**config.mk**
```make
export PLATFORM = sky130hd
export DESIGN_NAME = flash_sector_guard
export DESIGN_NICKNAME = d
export VERILOG_FILES = /design/src/flash_guard_pkg.sv /design/src/flash_sector_guard.sv
export SDC_FILE = /design/constraint.sdc
export NUM_CORES = 1
export LEC_CHECK = 0
export ABC_AREA = 1
export BUFFER_PORTS_ARGS = -buffer_cell sky130_fd_sc_hd__buf_2
export CAP_MARGIN = 5
export CORE_ASPECT_RATIO = 0.6
export CORE_UTILIZATION = 46
export DETAILED_ROUTE_END_ITERATION = 12
export GPL_TIMING_DRIVEN = 0
export PLACE_DENSITY = 0.84
export SYNTH_ARGS = -nofsm -noshare
export SYNTH_HDL_FRONTEND = slang
export SYNTH_SLANG_ARGS = --single-unit
```
**constraint.sdc**
```tcl
create_clock -name sys_clk -period 1.9 [get_ports sys_clk]
set_input_delay 0.38 -clock sys_clk [delete_from_list [all_inputs] [get_ports sys_clk]]
set_output_delay 0.38 -clock sys_clk [all_outputs]
set_load 0.01 [all_outputs]
```
**src/flash_guard_pkg.sv**
```systemverilog
// Package: constants, types and offsets for the flash sector guard block
package flash_guard_pkg;

  // ==========================================================================
  // Geometry and register map
  // ==========================================================================
  localparam int unsigned NUM_SECTORS       = 8;
  localparam int unsigned SECTOR_ADDR_BITS  = 11;
  localparam int unsigned CODE_ADDR_BITS    = 16;
  localparam logic [7:0]  OFFS_SECTOR_BASE  = 8'h00;  // 8 consecutive words
  localparam logic [7:0]  OFFS_BOOT_VECTOR  = 8'h08;
  localparam logic [7:0]  OFFS_BOOT_STATUS  = 8'h09;
  localparam logic [7:0]  OFFS_OSC_CONFIG   = 8'h0a;
  localparam logic [7:0]  OFFS_IRQ_STATUS   = 8'h0b;
  localparam logic [7:0]  OFFS_IRQ_MASK     = 8'h0c;
  localparam logic [7:0]  OFFS_FLASH_STATE  = 8'h0d;

  // ==========================================================================
  // Field positions
  // ==========================================================================
  localparam int unsigned BIT_TABLE_READ_DIS = 0;
  localparam int unsigned BIT_PROG_ERASE_DIS = 1;
  localparam int unsigned BIT_ERASE_DIS      = 2;
  localparam int unsigned BIT_BOOT_STATUS    = 0;
  localparam int unsigned BIT_ACT_WRITE_PROT = 5;
  localparam int unsigned BIT_CFG_WRITE_PROT = 6;
  localparam int unsigned BIT_DIS_CLEAR_PROT = 7;
  localparam int unsigned IRQ_VIOLATION      = 0;
  localparam int unsigned IRQ_DONE           = 1;

  // ==========================================================================
  // Reset and factory values, field masks, key
  // ==========================================================================
  localparam logic [7:0] SECTOR_RESET      = 8'h00;
  localparam logic [7:0] SECTOR_FIELD_MASK = 8'h07;
  localparam logic [7:0] BOOT_VECTOR_RESET = 8'h1f;
  localparam logic [7:0] BOOT_VECTOR_MASK  = 8'h1f;
  localparam logic [7:0] BOOT_STATUS_RESET = 8'h01;
  localparam logic [7:0] BOOT_STATUS_MASK  = 8'he1;
  localparam logic [7:0] OSC_CONFIG_RESET  = 8'h63;
  localparam logic [7:0] CLEAR_PROT_KEY    = 8'h96;
  localparam logic [7:0] INVALID_DATA      = 8'hff;
  localparam logic [7:0] RESET_ADDR_LOW    = 8'h00;

  // ==========================================================================
  // Commands and programming sources
  // ==========================================================================
  typedef enum logic [3:0] {
    CMD_NONE, CMD_PROGRAM, CMD_ERASE_PAGE, CMD_ERASE_SECTOR, CMD_ERASE_GLOBAL,
    CMD_SECTOR_CRC, CMD_GLOBAL_CRC, CMD_SET_WRITE_ENABLE, CMD_CLEAR_WRITE_ENABLE,
    CMD_CLEAR_CONFIG_PROT, CMD_WRITE_CONFIG
  } flash_cmd_t;

  typedef enum logic [1:0] {
    SRC_IN_APPLICATION, SRC_IN_SYSTEM, SRC_IN_CIRCUIT, SRC_PARALLEL
  } prog_source_t;

  // Command request from the sequencer
  typedef struct packed {
    flash_cmd_t                  cmd;
    prog_source_t                source;
    logic [CODE_ADDR_BITS-1:0]   addr;
    logic [7:0]                  data;
  } flash_req_t;

  // Verdict returned to the sequencer
  typedef struct packed {
    logic done;
    logic violation;
    logic array_write;
    logic array_erase;
  } flash_rsp_t;

endpackage : flash_guard_pkg

```
**src/flash_sector_guard.sv**
```systemverilog
// Sector protection, boot configuration and command gate for the code flash
//
// Local design decisions: the strobed register port and the register addresses.
`timescale 1ns/1ps
// How it works
// RULE1 - Eight security bytes, flags in bits 2:0, upper bits reserved, unprogrammed 0.
// RULE2 - Table read from a sector with read-disable set returns invalid data.
// RULE3 - Read-disable flag clears only when its own sector is erased.
// RULE4 - Program-erase-disable blocks writes; sector or programmer global erase clears it.
// RULE5 - Erase-disable refuses in-system/in-application erase; only programmer global erase clears. Here a programmer sector erase also clears it.
// RULE6 - Sector checksum violates when read-disable set and both other flags clear.
// RULE7 - Global checksum violates when any sector has read-disable set.
// RULE8 - Read-disable alone never makes program or erase commands violate.
// RULE9 - Program-erase-disable: program and page erase violate; sector/global erase proceed.
// RULE10 - Erase-disable: program and page erase violate; only global erase proceeds. Here a sector erase from circuit or parallel also proceeds.
// RULE11 - Boot address is boot vector field as high byte, low byte 00h.
// RULE12 - Boot status bit set means every reset starts at the boot address.
// RULE13 - Write-protection inactive forces write enable; active, only commands change it.
// RULE14 - Configuration write protect blocks writes to the three configuration bytes.
// RULE15 - Host clears protection by command then key 96h on the data register.
// RULE16 - Disable-clear-protection rejects the clear command in system or application mode.
// RULE17 - Disable-clear-protection clears only via clear command from circuit or parallel.
// RULE18 - Flags checked before any change; violation flagged in the aborting cycle.
module flash_sector_guard
  import flash_guard_pkg::*;
#(
  parameter int unsigned SECTORS = flash_guard_pkg::NUM_SECTORS
) (
  input  wire logic                                 sys_clk,
  input  wire logic                                 reset_n,
  input  wire logic                                 clk_en,
  // Register port
  input  wire logic [7:0]                           reg_addr,
  input  wire logic [7:0]                           reg_wdata,
  input  wire logic                                 reg_write,
  input  wire logic                                 reg_read,
  output logic      [7:0]                           reg_rdata,
  // Command interface
  input  wire logic                                 cmd_valid,
  input  wire flash_guard_pkg::flash_req_t          cmd_req,
  input  wire logic                                 key_write,
  input  wire logic [7:0]                           key_data,
  output flash_guard_pkg::flash_rsp_t               cmd_rsp,
  // Table read path
  input  wire logic                                 table_read,
  input  wire logic [flash_guard_pkg::CODE_ADDR_BITS-1:0] table_addr,
  input  wire logic [7:0]                           table_raw,
  output logic      [7:0]                           table_data,
  // Status toward the core
  output logic      [flash_guard_pkg::CODE_ADDR_BITS-1:0] boot_address,
  output logic                                      boot_select,
  output logic                                      write_enable,
  output logic      [7:0]                           osc_config,
  output logic                                      irq
);
  import flash_guard_pkg::*;

  // Decode and read mux are built for exactly eight sectors
  if (SECTORS != NUM_SECTORS) begin : g_bad_sectors
    $error("sector count must be eight");
  end

  // ==========================================================================
  // State
  // ==========================================================================
  logic [7:0] sector_prot [SECTORS];
  logic [7:0] boot_vector_byte;
  logic [7:0] boot_status_byte;
  logic [7:0] osc_byte;
  logic       write_enable_flag;
  logic       clear_armed;
  logic       from_prog_armed;
  logic [1:0] irq_status;
  logic [1:0] irq_mask;

  // Sector of an address: top three bits of the 16-bit code space
  function automatic logic [2:0] sector_of(input logic [CODE_ADDR_BITS-1:0] a);
    return a[CODE_ADDR_BITS-1 -: 3];
  endfunction

  // ==========================================================================
  // Command decode
  // ==========================================================================
  wire       go          = clk_en & cmd_valid;
  wire [2:0] cmd_sector  = sector_of(cmd_req.addr);
  wire [7:0] tgt         = sector_prot[cmd_sector];
  wire       tgt_rd_dis  = tgt[BIT_TABLE_READ_DIS];
  wire       tgt_pe_dis  = tgt[BIT_PROG_ERASE_DIS];
  wire       tgt_e_dis   = tgt[BIT_ERASE_DIS];
  wire       from_prog   = (cmd_req.source == SRC_IN_CIRCUIT) ||
                           (cmd_req.source == SRC_PARALLEL);
  wire       is_program  = cmd_req.cmd == CMD_PROGRAM;
  wire       is_page     = cmd_req.cmd == CMD_ERASE_PAGE;
  wire       is_sector   = cmd_req.cmd == CMD_ERASE_SECTOR;
  wire       is_global   = cmd_req.cmd == CMD_ERASE_GLOBAL;
  wire       is_clr_prot = cmd_req.cmd == CMD_CLEAR_CONFIG_PROT;
  wire       is_cfg_wr   = cmd_req.cmd == CMD_WRITE_CONFIG;
  wire       cfg_locked  = boot_status_byte[BIT_CFG_WRITE_PROT];

  // Any read-disable flag in the array
  logic any_rd_dis;
  always_comb begin
    any_rd_dis = 1'b0;
    for (int i = 0; i < SECTORS; i++) begin
      any_rd_dis = any_rd_dis | sector_prot[i][BIT_TABLE_READ_DIS];
    end
  end

  // Violation verdict, computed from stored flags before anything changes
  wire viol_write  = (is_program | is_page) & (tgt_pe_dis | tgt_e_dis);  // RULE9 RULE10 RULE8
  wire viol_sector = is_sector & tgt_e_dis & ~from_prog;                // RULE5 RULE10
  wire viol_global = is_global & ~from_prog;                            // RULE5
  wire viol_scrc   = (cmd_req.cmd == CMD_SECTOR_CRC) & tgt_rd_dis &
                     ~tgt_pe_dis & ~tgt_e_dis;                          // RULE6
  wire viol_gcrc   = (cmd_req.cmd == CMD_GLOBAL_CRC) & any_rd_dis;      // RULE7
  wire viol_cfg    = is_cfg_wr & cfg_locked;                            // RULE14
  wire viol_clr    = is_clr_prot & boot_status_byte[BIT_DIS_CLEAR_PROT] & ~from_prog; // RULE16
  wire violation   = viol_write | viol_sector | viol_global | viol_scrc |
                     viol_gcrc | viol_cfg | viol_clr;                   // RULE18
  wire ok          = go & ~violation;
  wire wr_blocked  = ~write_enable_flag;

  // Array strobes reach the array only for accepted commands
  assign cmd_rsp.done        = go;
  assign cmd_rsp.violation   = go & violation;                          // RULE18
  assign cmd_rsp.array_write = ok & is_program & ~wr_blocked;
  assign cmd_rsp.array_erase = ok & (is_page | is_sector | is_global) & ~wr_blocked;

  // ==========================================================================
  // Register decode
  // ==========================================================================
  wire       wr_go       = clk_en & reg_write;
  wire       sel_sector  = reg_addr < (OFFS_SECTOR_BASE + 8'(SECTORS));
  wire [2:0] reg_sector  = reg_addr[2:0];
  wire       wr_boot_ok  = wr_go & ~cfg_locked;                         // RULE14
  wire       wr_irq_stat = wr_go & (reg_addr == OFFS_IRQ_STATUS);
  wire       wr_irq_mask = wr_go & (reg_addr == OFFS_IRQ_MASK);
  wire       key_clr_ok  = clk_en & clear_armed & key_write &
                           (key_data == CLEAR_PROT_KEY);                // RULE15
  wire       clr_drop    = key_clr_ok & from_prog_armed;                // RULE17
  // A plain status write may set the clear-disable bit but never drop it
  wire [7:0] clr_dis_keep = boot_status_byte & (8'h01 << BIT_DIS_CLEAR_PROT);

  // ==========================================================================
  // Sector security bytes
  // ==========================================================================
  // Programming only sets bits; clearing needs an erase
  generate
    for (genvar s = 0; s < SECTORS; s++) begin : g_sector
      wire hit_reg  = wr_go & sel_sector & (reg_sector == 3'(s));
      wire hit_sect = ok & is_sector & ~wr_blocked & (cmd_sector == 3'(s)); // RULE3 RULE4
      wire hit_glob = ok & is_global & ~wr_blocked;                     // RULE5
      always_ff @(posedge sys_clk) begin
        if (!reset_n) begin
          sector_prot[s] <= SECTOR_RESET;                               // RULE1
        end else if (hit_sect || hit_glob) begin
          sector_prot[s] <= SECTOR_RESET;
        end else if (hit_reg) begin
          sector_prot[s] <= sector_prot[s] | (reg_wdata & SECTOR_FIELD_MASK); // RULE1
        end
      end
    end
  endgenerate

  // ==========================================================================
  // Boot configuration bytes
  // ==========================================================================
  always_ff @(posedge sys_clk) begin
    if (!reset_n) begin
      boot_vector_byte <= BOOT_VECTOR_RESET;
      osc_byte         <= OSC_CONFIG_RESET;
    end else if (wr_boot_ok && reg_addr == OFFS_BOOT_VECTOR) begin
      boot_vector_byte <= reg_wdata & BOOT_VECTOR_MASK;                 // RULE14
    end else if (wr_boot_ok && reg_addr == OFFS_OSC_CONFIG) begin
      osc_byte         <= reg_wdata;                                    // RULE14
    end
  end

  // Key clear wins over programming; the protect bits only set by programming
  always_ff @(posedge sys_clk) begin
    if (!reset_n) begin
      boot_status_byte <= BOOT_STATUS_RESET;
    end else if (key_clr_ok) begin
      boot_status_byte[BIT_CFG_WRITE_PROT] <= 1'b0;                     // RULE15
      if (from_prog_armed) begin
        boot_status_byte[BIT_DIS_CLEAR_PROT] <= 1'b0;                   // RULE17
      end
    end else if (wr_boot_ok && reg_addr == OFFS_BOOT_STATUS) begin
      boot_status_byte <= (reg_wdata & BOOT_STATUS_MASK) | clr_dis_keep; // RULE17
    end
  end

  // ==========================================================================
  // Clear-protection arming and write enable
  // ==========================================================================
  always_ff @(posedge sys_clk) begin
    if (!reset_n) begin
      clear_armed     <= 1'b0;
      from_prog_armed <= 1'b0;
    end else if (clk_en) begin
      if (ok && is_clr_prot) begin
        clear_armed     <= 1'b1;                                        // RULE16
        from_prog_armed <= from_prog;
      end else if (key_write || go) begin
        clear_armed     <= 1'b0;
      end
    end
  end

  always_ff @(posedge sys_clk) begin
    if (!reset_n) begin
      write_enable_flag <= 1'b1;
    end else if (clk_en && !boot_status_byte[BIT_ACT_WRITE_PROT]) begin
      write_enable_flag <= 1'b1;                                        // RULE13
    end else if (ok && cmd_req.cmd == CMD_SET_WRITE_ENABLE) begin
      write_enable_flag <= 1'b1;                                        // RULE13
    end else if (ok && cmd_req.cmd == CMD_CLEAR_WRITE_ENABLE) begin
      write_enable_flag <= 1'b0;                                        // RULE13
    end
  end

  // ==========================================================================
  // Interrupts: sticky, set wins over write-one-to-clear
  // ==========================================================================
  wire [1:0] irq_events = {go, go & violation};
  always_ff @(posedge sys_clk) begin
    if (!reset_n) begin
      irq_status <= 2'h0;
      irq_mask   <= 2'h0;
    end else begin
      irq_status <= (irq_status & ~(wr_irq_stat ? reg_wdata[1:0] : 2'h0)) | irq_events;
      if (wr_irq_mask) begin
        irq_mask <= reg_wdata[1:0];
      end
    end
  end
  assign irq = |(irq_status & irq_mask);

  // ==========================================================================
  // Table read gate and outputs
  // ==========================================================================
  wire [7:0] rd_prot = sector_prot[sector_of(table_addr)];
  always_ff @(posedge sys_clk) begin
    if (!reset_n) begin
      table_data <= 8'h00;
    end else if (clk_en && table_read) begin
      table_data <= rd_prot[BIT_TABLE_READ_DIS] ? INVALID_DATA : table_raw; // RULE2
    end
  end

  assign boot_address = {boot_vector_byte, RESET_ADDR_LOW};             // RULE11
  assign boot_select  = boot_status_byte[BIT_BOOT_STATUS];              // RULE12
  assign write_enable = write_enable_flag;
  assign osc_config   = osc_byte;

  // Read mux, one cycle later
  logic [7:0] next_rdata;
  always_comb begin
    next_rdata = 8'h00;
    if (sel_sector) next_rdata = sector_prot[reg_sector];
    else if (reg_addr == OFFS_BOOT_VECTOR) next_rdata = boot_vector_byte;
    else if (reg_addr == OFFS_BOOT_STATUS) next_rdata = boot_status_byte;
    else if (reg_addr == OFFS_OSC_CONFIG)  next_rdata = osc_byte;
    else if (reg_addr == OFFS_IRQ_STATUS)  next_rdata = {6'h00, irq_status};
    else if (reg_addr == OFFS_IRQ_MASK)    next_rdata = {6'h00, irq_mask};
    else if (reg_addr == OFFS_FLASH_STATE) next_rdata = {6'h00, clear_armed, write_enable_flag};
  end
  always_ff @(posedge sys_clk) begin
    if (!reset_n) begin
      reg_rdata <= 8'h00;
    end else if (clk_en && reg_read) begin
      reg_rdata <= next_rdata;
    end
  end

  // ==========================================================================
  // Assertions
  // ==========================================================================
  a_page_guard: assert property (@(posedge sys_clk) disable iff (!reset_n) // RULE9
    go && (is_page || is_program) && tgt_pe_dis |-> cmd_rsp.violation && !cmd_rsp.array_erase
    && !cmd_rsp.array_write) else $error("protected page write went through");
  a_edis_erase: assert property (@(posedge sys_clk) disable iff (!reset_n) // RULE10
    go && is_sector && tgt_e_dis && !from_prog |-> cmd_rsp.violation)
    else $error("erase-disabled sector erased in system");
  a_rd_no_viol: assert property (@(posedge sys_clk) disable iff (!reset_n) // RULE8
    go && is_program && tgt == 8'h01 |-> !cmd_rsp.violation)
    else $error("read-disable alone blocked a program");
  a_gcrc_viol: assert property (@(posedge sys_clk) disable iff (!reset_n) // RULE7
    go && cmd_req.cmd == CMD_GLOBAL_CRC && any_rd_dis |-> cmd_rsp.violation)
    else $error("global checksum not refused");
  a_scrc_viol: assert property (@(posedge sys_clk) disable iff (!reset_n) // RULE6
    go && cmd_req.cmd == CMD_SECTOR_CRC && tgt[2:0] == 3'h1 |-> cmd_rsp.violation)
    else $error("sector checksum not refused");
  a_table_gate: assert property (@(posedge sys_clk) disable iff (!reset_n) // RULE2
    clk_en && table_read && rd_prot[0] |=> table_data == INVALID_DATA)
    else $error("protected byte leaked");
  a_sector_clear: assert property (@(posedge sys_clk) disable iff (!reset_n) // RULE3
    ok && is_sector && write_enable_flag |=> sector_prot[$past(cmd_sector)] == SECTOR_RESET)
    else $error("sector erase left flags");
  a_we_forced: assert property (@(posedge sys_clk) disable iff (!reset_n) // RULE13
    clk_en && !boot_status_byte[BIT_ACT_WRITE_PROT] |=> write_enable_flag)
    else $error("write enable not forced");
  a_cfg_lock: assert property (@(posedge sys_clk) disable iff (!reset_n) // RULE14
    wr_go && cfg_locked && !key_clr_ok && reg_addr == OFFS_BOOT_STATUS
    |=> $stable(boot_status_byte)) else $error("locked config byte changed");
  a_boot_addr: assert property (@(posedge sys_clk) disable iff (!reset_n) // RULE11
    boot_address[7:0] == RESET_ADDR_LOW && boot_address[15:8] == boot_vector_byte)
    else $error("boot address malformed");
  a_clear_disabled: assert property (@(posedge sys_clk) disable iff (!reset_n) // RULE16
    go && is_clr_prot && boot_status_byte[BIT_DIS_CLEAR_PROT] && !from_prog |=> !clear_armed)
    else $error("clear command accepted while disabled");
  a_clear_dis_hold: assert property (@(posedge sys_clk) disable iff (!reset_n) // RULE17
    $fell(boot_status_byte[BIT_DIS_CLEAR_PROT]) |-> $past(clr_drop))
    else $error("clear-disable bit dropped without programmer clear");

  c_violation: cover property (@(posedge sys_clk) cmd_rsp.violation);
  c_global:    cover property (@(posedge sys_clk) cmd_rsp.array_erase && is_global);
  c_unlock:    cover property (@(posedge sys_clk) key_clr_ok);
  c_irq:       cover property (@(posedge sys_clk) irq);

endmodule : flash_sector_guard

```
=== Yosys cells after proc, flatten, opt, wreduce, memory -nomap -nowiden ===
Memory sizes are Yosys's and may differ from the RTL's.
Cells that the tools add are included.

* Reductions and logical operators: 32
* Mux-type cells: 87
* Bitwise gates (word level): 100
* Eq/ne operators: 34
* Magnitude comparators: 1

{| class="wikitable"
|+ Operator list
! cell !! number
|-
| $mux W8 || 24
|-
| $or A8 B3 Y8 || 8
|-
| $mux W1 || 60
|-
| $eq A8 B4 Y1 const B || 6
|-
| $and A1 B1 Y1 || 46
|-
| $or A1 B1 Y1 || 33
|-
| $eq A3 B3 Y1 const B || 8
|-
| $eq A4 B3 Y1 const B || 4
|-
| $eq A3 B2 Y1 const B || 4
|-
| $eq A4 B4 Y1 const B || 3
|-
| $logic_or A1 B1 Y1 || 10
|-
| $reduce_and A2 Y1 || 5
|-
| $logic_and A1 B1 Y1 || 9
|-
| $eq A4 B2 Y1 const B || 2
|-
| $eq A8 B8 Y1 const B || 1
|-
| $lt A8 B4 Y1 const B || 1
|-
| $not A1 Y1 || 8
|-
| $or A8 B8 Y8 || 1
|-
| $eq A3 B1 Y1 const B || 2
|-
| $logic_not A3 Y1 || 2
|-
| $mux W2 || 3
|-
| $and A2 B2 Y2 || 2
|-
| $eq A2 B2 Y1 const B || 2
|-
| $eq A4 B1 Y1 const B || 1
|-
| 7 further kinds || 9
|}

* Memory bits (writable): 64
* Logic and storage cells: 267
* Memories: 1
* Input port bits: 86
* Register bits: 44

{| class="wikitable"
|+ Memory list
! name !! depth !! width !! read ports !! clocked after memory_dff !! write ports !! line !! RTL
|-
| sector_prot || 8 || 8 || 11 || 0 || 8 || flash_sector_guard.sv:66 || <nowiki>logic [7:0] sector_prot [SECTORS];</nowiki>
|}

=== Depth between registers and ports, before layout ===
Gate-level depths: netlist (run 1).
An unclocked memory read counts as a cell.

* Depth in word-level cells: 23
* Depth in mapped cells: 18
* Gate-level depth less buffers: 16

=== Least setup slack after synthesis (run 1) ===
OpenSTA, ideal clock, no wires.

* Path kind: input -> output
* Start: input cmd_req[21] in the netlist's numbering
* End: output cmd_rsp[1] in the netlist's numbering
* Required time: 1.520 ns
* Arrival: 1.742 ns
* Slack: -0.222 ns
* Path buffers: 3
* Cell stages on the path: 14
* Cells stage by stage: buf_6 buf_6 nand2_2 nor2_1 a21oi_1 nand3_1 nand2_1 nor2_1 nand2_1 nand3_2 nor3_4 buf_6 nand2_1 nor3_2

{| class="wikitable"
|+ RTL lines
! item !! line !! RTL
|-
| start, declared || flash_sector_guard.sv:40 || <nowiki>input wire flash_guard_pkg::flash_req_t cmd_req,</nowiki>
|-
| end, declared || flash_sector_guard.sv:43 || <nowiki>output flash_guard_pkg::flash_rsp_t cmd_rsp,</nowiki>
|}

==> results by group, run 1 <==
Clock network
  – Root buf cell: clkbuf_16
  – TritonCTS Buffers: 9
  – TritonCTS clock tree: built
  – Skew-Pair Late Insertion Delay: roughly 0.34 ns
  – CTS Buffer Depth: 2
  – H-tree Lvls: 3
  – Sink Count: 64
  – Clock transition at the registers of the reported paths: 0.06 ns

Detailed routing
  – Initial DRC Count: 634
  – Residual DRC: 0
  – Antenna viol nets, final: 0
  – DR vias/cell: 5.66
  – Post-DR wirelength/cell: roughly 17 um
  – Routed WL: around 13,000 um
  – DR vias: 4,282
  – First-pass DRT Iterations: 6

STA
  – Endpoints failing setup: between 50 and 60
  – Peak Freq: just under 400 MHz
  – RSZ-0062 raised after global routing: yes
  – Worst-Margin Slew: around 0.71 ns
  – Final worst slack: -0.656 ns
  – Slew Limit Fails: 0
  – Final setup TNS: -23.94 ns
  – Final min period: 2.56 ns
  – Post-Route Skew: slightly above 0.006 ns
  – Period utilization: 135%
  – Slew HR: between 50% and 60%
  – Fin. Hold Viols: 0
  – Fin Hold WS: 0.265 ns

Synth
  – Synth area leader: dfxtp_1
  – Unique masters post-synth: 42
  – Ranking of synthesized cells by area: dfxtp_1 21%, edfxtp_1 19%, nand2_1 12%
  – Synthesis-stage register bit count: between 60 and 70
  – Post-Syn Area: between 3000 and 4000 um^2
  – Cells after Synth: between 500 and 600
  – Post-synth ARST share: 0%
  – EDFF count, synth: 24
  – Yosys top cell area share: a little over a fifth
  – Ys flop type: dfxtp_1
  – Seq/Total Area, Yosys: roughly two fifths
  – Synth Area per Inst: 7.17 um^2
  – Yosys warns: 0

Die
  – Die Wd: approximately 120 um
  – Top Ports: ~130
  – Effective utilization at floorplan: roughly 48%
  – Row count: 25
  – Core area: around 7900 um^2
  – Die height: 72.5 um
  – Die Area: a little under 9000 um^2

Cells and area
  – Core Util, Final: roughly 62%
  – Fillers: between 600 and 700
  – Layout Cells excl Fill: between 700 and 800
  – Area Growth Syn to Fin: 29.6%
  – Final net count: 729
  – # diodes: 0
  – Share of cells above drive strength 1: 26.9%

Placement
  – Port Buffers: slightly below 80
  – Placed insts: around 730
  – GPL Wtd Cong: slightly below 1
  – DPL Wire Length: about 9000 um

Run status
  – Outcome: finished with violations
  – Violated checks: negative setup slack

Pwr
  – Logic gate share of total power: a little over an eighth
  – P_int: 0.00269 W
  – Clock power frac: around 46%
  – P_sw: 0.000987 W
  – Peak VDD IR: between 0.5 and 0.6 mV
  – Seq pwr share: between 40% and 50%
  – PD cells: ~740 nW/um^2
  – Switching part of the total: 26.9%
  – Leak: between 2 and 2.5 nW

Setup path
  – Worst-case reg-to-reg path depth: 12
  – Critical path class: reg2out
  – Critical path arrival: about 2.2 ns
  – Reg-to-reg critical path startpoint: sector_prot[2][0]
  – Worst-path maximum fanout: 2
  – Worst Path Required: between 1.5 and 2 ns
  – Crit path top cell by count: nor2_1
  – Critical Path Start Type: register
  – Nature of the critical path endpoint: output port
  – R2R setup slack: -0.59 ns
  – Crit path max-delay cell type: edfxtp_1
  – Worst-path cell chain: nor2_1, nand3_1, o21ai_2, o21ai_1, nor2_1, nand3_2, nor3_4, buf_6, nand2_4, nor3_2, buf_2
  – Crit Reg-Reg Endpoint: sector_prot[2][2]
  – Worst path max stage delay: approximately 0.47 ns

Global routing
  – Gr ovfl total: 0
  – Vias in the first global route: 3,649
  – Pin count of the biggest net entering global routing: 13
  – First-pass GRT wire length: around 19,000 um
  – GRT Overall Usage: between 20% and 30%
  – Initial antenna violation count: 0

Min path
  – Hold_sp: reg_wdata[4]
  – Hold endpoint: boot_vector_byte[4]
  – Worst hold path depth: 3
  – HP Class: in2reg

Run
  – Max_cap viols: 0
==> worst max-delay path, delay by kind of cell, from the launching register on <==
family	cells	cell delay (ns)
simple gates	7	0.86
flops	1	0.47
compound gates	2	0.24
buf+inv	2	0.28
==> cell type report <==
class / instances / area [um^2] / share of cell area [%]
clock inverter: 6 / 66.3 / 1.34
sequential: 64 / 1520 / 30.8
multi-input combinational: 400 / 2090 / 42.3
tap: 108 / 135 / 2.73
clock buffer: 10 / 239 / 4.84
timing repair buffer: 90 / 503 / 10.2
buffer: 27 / 191 / 3.87
inverter: 51 / 196 / 3.97
==> logic make-up after synthesis <==
group	synth area share, %
flops	39.9
buf+inv	9.78
other cells	0.0984
compound gates	14.9
simple gates	35.3
==> power by group through the flow <==
stage | clock, W | combinational [W] | sequential (W)
floorplan | 0 | 0.000264 | 0.00151
global placement | 0 | 0.000407 | 0.00152
detailed placement | 0 | 0.000417 | 0.00152
CTS | 0.00170 | 0.000440 | 0.00149
global route | 0.00175 | 0.000521 | 0.00149
finish | 0.00170 | 0.000482 | 0.00149
==> layout by cell type (no fill, tap or decap), types with 6 or more instances in the layout <==
| master | count |
|---|---|
| nand2_1 | 111 |
| nor2_1 | 97 |
| buf_2 | 80 |
| inv_1 | 45 |
| dfxtp_1 | 40 |
| a21oi_1 | 35 |
| o21ai_0 | 30 |
| nand3_1 | 24 |
| edfxtp_1 | 24 |
| buf_4 | 19 |
| conb_1 | 11 |
| o211ai_1 | 10 |
| nand3_2 | 9 |
| nand3b_1 | 9 |
| clkbuf_16 | 9 |
| nor2_4 | 6 |
==> per-layer routing <==
| layer | up-vias | GRT usage [%] | wire length, um |
|---|---|---|---|
| met3 | 35 | 11.0 | 1850 |
| met4 | 0 | 7.50 | 221 |
| met1 | 1951 | 42.0 | 5410 |
| met2 | 323 | 39.8 | 5150 |
| li1 | 1973 | - | - |
| met5 | - | 0 | 0 |
==> worst max-delay path by stage <==
stage	from	endpoint	slack, ns	cells past startpoint
finish	sector_prot[2][0]	cmd_rsp[1]	-0.66	11
global route	sector_prot[2][0]	cmd_rsp[1]	-0.76	11
CTS	sector_prot[2][0]	cmd_rsp[1]	-0.66	11
detailed placement	cmd_req[22]	sector_prot[1][1]	-0.59	13
global placement	cmd_req[21]	cmd_rsp[1]	-0.52	15
floorplan	cmd_req[21]	cmd_rsp[1]	-0.20	14
==> sequential cells by signal (all words and copies together) (netlist names) <==
| signal | cells |
|---|---|
| table_data | 8 |
| write_enable | 1 |
| irq_status | 2 |
| boot_status_byte | 4 |
| osc_config | 8 |
| reg_rdata | 8 |
| boot_vector_byte | 5 |
| from_prog_armed | 1 |
| clear_armed | 1 |
| sector_prot | 24 |
| irq_mask | 2 |
==> cell usage after synthesis, types with 2 or more instances <==
| cell type | instances |
|---|---|
| a211oi_1 | 3 |
| a21oi_1 | 37 |
| a22oi_1 | 4 |
| buf_1 | 3 |
| buf_2 | 2 |
| buf_4 | 12 |
| buf_6 | 4 |
| clkbuf_1 | 6 |
| clkinv_1 | 2 |
| dfxtp_1 | 40 |
| edfxtp_1 | 24 |
| inv_1 | 46 |
| inv_2 | 2 |
| nand2_1 | 117 |
| nand2_2 | 2 |
| nand3_1 | 28 |
| nand3_2 | 6 |
| nand3b_1 | 9 |
| nand4_1 | 5 |
| nand4_2 | 6 |
| nor2_1 | 101 |
| nor2_2 | 2 |
| nor2_4 | 3 |
| nor3_1 | 3 |
| nor3_2 | 3 |
| o211ai_1 | 10 |
| o21ai_0 | 33 |
| o21ai_1 | 4 |
| o22ai_1 | 2 |
==> metrics by stage <==
stage / area [um^2] / total power [W] / worst slack (ns)
after floorplan: 3880 / 0.00178 / -0.197
after global placement: 4410 / 0.00192 / -0.515
after detailed placement: 4410 / 0.00193 / -0.585
after CTS: 4800 / 0.00363 / -0.657
after global routing: 4940 / 0.00376 / -0.762
final: 4940 / 0.00367 / -0.656
==> what timing repair did <==
item                                    4_1_cts  5_1_grt
hold buffers                                  0        0
setup buffers                                 7        4
pin swaps                                     9        8
endpoints found under the setup margin       54       66
gates resized for setup                      10       29
(Power assumes the default switching activity.)
==> inputs of run 2 (changes only) <==
--- a/config.mk
+++ b/config.mk
@@ -13,6 +13,7 @@
 export DETAILED_ROUTE_END_ITERATION = 12
 export GPL_TIMING_DRIVEN = 0
 export PLACE_DENSITY = 0.84
+export RECOVER_POWER = 50
 export SYNTH_ARGS = -nofsm -noshare
 export SYNTH_HDL_FRONTEND = slang
 export SYNTH_SLANG_ARGS = --single-unit
==> run 2 against run 1 <==
  * The flow still finishes with violations (negative setup slack)
  * Worst hold slack got worse by 0.0017 ns
  * Via count increased by 0.44%
  * Flip-flop and latch count unchanged
==> results by group, run 2 (synthesis gave the netlist of run 1 again) <==
Run status
  – Outcome: finished with violations
  – Violated checks: negative setup slack

Detailed routing
  – First-pass DRT Iterations: 8 (+2)
  – Antenna viol nets, final: 0 (unchanged)
  – Routed WL: 12,700 um (+0.24%)
  – DR vias: 4,301 (+0.44%)
  – Initial DRC Count: 623 (-1.7%)
  – Residual DRC: 0 (unchanged)
  – Post-DR wirelength/cell: 16.7 um (+0.24%)
  – DR vias/cell: 5.69 (+0.44%)

Setup path
  – Critical Path Source: sector_prot[2][0]
  – Nature of the critical path endpoint: output port
  – Crit path capture: cmd_rsp[1]
  – Worst-case reg-to-reg path depth: 12 (unchanged)
  – Critical path class: reg2out
  – Crit Reg-Reg Endpoint: sector_prot[2][2]
  – R2R setup slack: -0.59 ns (about the same)
  – Worst Path Required: 1.52 ns (about the same)
  – Critical path arrival: 2.17 ns (about the same)
  – Worst-path maximum fanout: 2 (unchanged)
  – Critical Path Start Type: register
  – Reg-to-reg critical path startpoint: sector_prot[2][0]

STA
  – Endpoints failing setup: 54 (unchanged)
  – Slew Limit Fails: 0 (unchanged)
  – Peak Freq: 392 MHz (+0.15%)
  – Period utilization: 134% (-0.21 points)
  – Worst-Margin Slew: 0.676 ns (-0.0391 ns)
  – Fin. Hold Viols: 0 (unchanged)
  – Final min period: 2.55 ns (-0.00392 ns)
  – RSZ-0062 raised after global routing: yes
  – Final worst slack: -0.652 ns (+0.00392 ns)
  – Post-Route Skew: 0.00599 ns (-0.000100 ns)
  – Slew HR: 55.0% (+2.6 points)

Cells and area
  – Core Util, Final: 61.7% (-0.49 points)
  – Share of cells above drive strength 1: 22.1% (-4.8 points)
  – # diodes: 0 (unchanged)
  – Reg with most FFs: sector_prot
  – Final net count: 729 (unchanged)
  – Max reg flops: 24 (unchanged)
  – Fin area: 4900 um^2 (-0.78%)
  – Fillers: 704 (+1.9%)
  – Most frequent cells in the layout: 111 x nand2_1, 97 x nor2_1, 49 x buf_2
  – Leading cell type in the layout, fill and taps excluded: nand2_1
  – Area Growth Syn to Fin: 28.6%

Placement
  – GPL Wtd Cong: 0.975 (unchanged)
  – Port Buffers: 79 (unchanged)
  – Area after DPL: 4410 um^2 (unchanged)
  – DPL Wire Length: 9190 um (unchanged)

Global routing
  – Global route hottest layer: met1
  – M3 GR Usage: 11.0% (unchanged)
  – GR Util met2: 39.8% (unchanged)
  – First-pass GRT wire length: 18,900 um (unchanged)
  – GRT Overall Usage: 29.0% (unchanged)
  – Grt met1 use: 42.0% (unchanged)
  – Pin count of the biggest net entering global routing: 13 (unchanged)
  – Gr ovfl total: 0 (unchanged)
  – Vias in the first global route: 3,649 (unchanged)
  – Initial antenna violation count: 0 (unchanged)

Clock network
  – CTS Hold Buffers Added: 0 (unchanged)
  – Clock transition at the registers of the reported paths: 0.06 ns (about the same)
  – CTS Buffer Depth: 2 (unchanged)
  – TritonCTS Buffers: 9 (unchanged)
  – Root buf cell: clkbuf_16
  – Sink Count: 64 (unchanged)
  – TritonCTS clock tree: built
  – H-tree Lvls: 3 (unchanged)
  – Skew-Pair Late Insertion Delay: 0.34 ns (about the same)

Die
  – Die height: 72.5 um (unchanged)
  – Effective utilization at floorplan: 48.0% (unchanged)
  – Die Wd: 120 um (unchanged)
  – Die Area: 8670 um^2 (unchanged)
  – Row count: 25 (unchanged)
  – Core area: 7950 um^2 (unchanged)
  – Top Ports: 133 (unchanged)

Pwr
  – Peak VDD IR: 0.597 mV (+12%)
  – Leak: 2.15 nW (-4.4%)
  – PD cells: 749 nW/um^2 (+0.79%)

Run
  – Max_cap viols: 0 (unchanged)

Min path
  – HP Class: in2reg
[run 2: critical path, cell delays in order (launching register included)]
cell      delay, ns
edfxtp_1       0.47
nor2_1         0.16
nand3_1        0.13
o21ai_2        0.15
o21ai_1        0.09
nor2_1         0.12
nand3_2        0.11
nor3_4         0.16
buf_6          0.13
nand2_4        0.05
nor3_2         0.12
buf_2          0.15
[run 2: layer usage]
metal	vias to the layer above	share of wire, %
met5	-	0
met4	0	2.2
met3	41	13
met2	325	41
met1	1956	44
li1	1979	-
[run 2: repair_timing]
item / CTS / global route
buffers inserted: 7 / 4
endpoints found under the setup margin: 54 / 66
pin swaps: 9 / 8
cloned: 0 / 0
resized for setup: 10 / 29
[run 2: how the worst min path moves through the flow]
stage,start,to,slack [ns],cells past startpoint
2_1_floorplan,from_prog_armed,boot_status_byte[7],0.41,1
3_3_place_gp,from_prog_armed,boot_status_byte[7],0.43,1
3_5_place_dp,from_prog_armed,boot_status_byte[7],0.44,1
4_1_cts,reg_wdata[4],boot_vector_byte[4],0.26,3
5_1_grt,reg_wdata[4],boot_vector_byte[4],0.28,3
6_report,reg_wdata[4],boot_vector_byte[4],0.26,3
[run 2: power by group]
group	switching, W	internal (W)	total (W)
Sequential	0.0000310	0.00146	0.00149
Combinational	0.000307	0.000170	0.000478
Clock	0.000652	0.00106	0.00171
Total	0.000991	0.00268	0.00367
[run 2: final cells by class]
type	instances	area, um^2	area share [%]
multi-input combinational	400	2090	42.6
sequential	64	1520	31.0
timing repair buffer	90	464	9.47
clock buffer	10	239	4.87
inverter	51	196	4.01
buffer	27	191	3.90
tap	108	135	2.76
clock inverter	6	66.3	1.35
[run 2: stage by stage]
stage | TNS, ns | hold slack, ns | setup slack, ns | cells | power [W]
finish | -23.71 | 0.263 | -0.652 | 756 | 0.00367
global route | -30.25 | 0.281 | -0.762 | 756 | 0.00376
CTS | -20.89 | 0.259 | -0.657 | 752 | 0.00363
detailed placement | -27.89 | 0.439 | -0.585 | 729 | 0.00193
global placement | -23.49 | 0.425 | -0.515 | 729 | 0.00192
floorplan | -4.28 | 0.414 | -0.197 | 542 | 0.00178
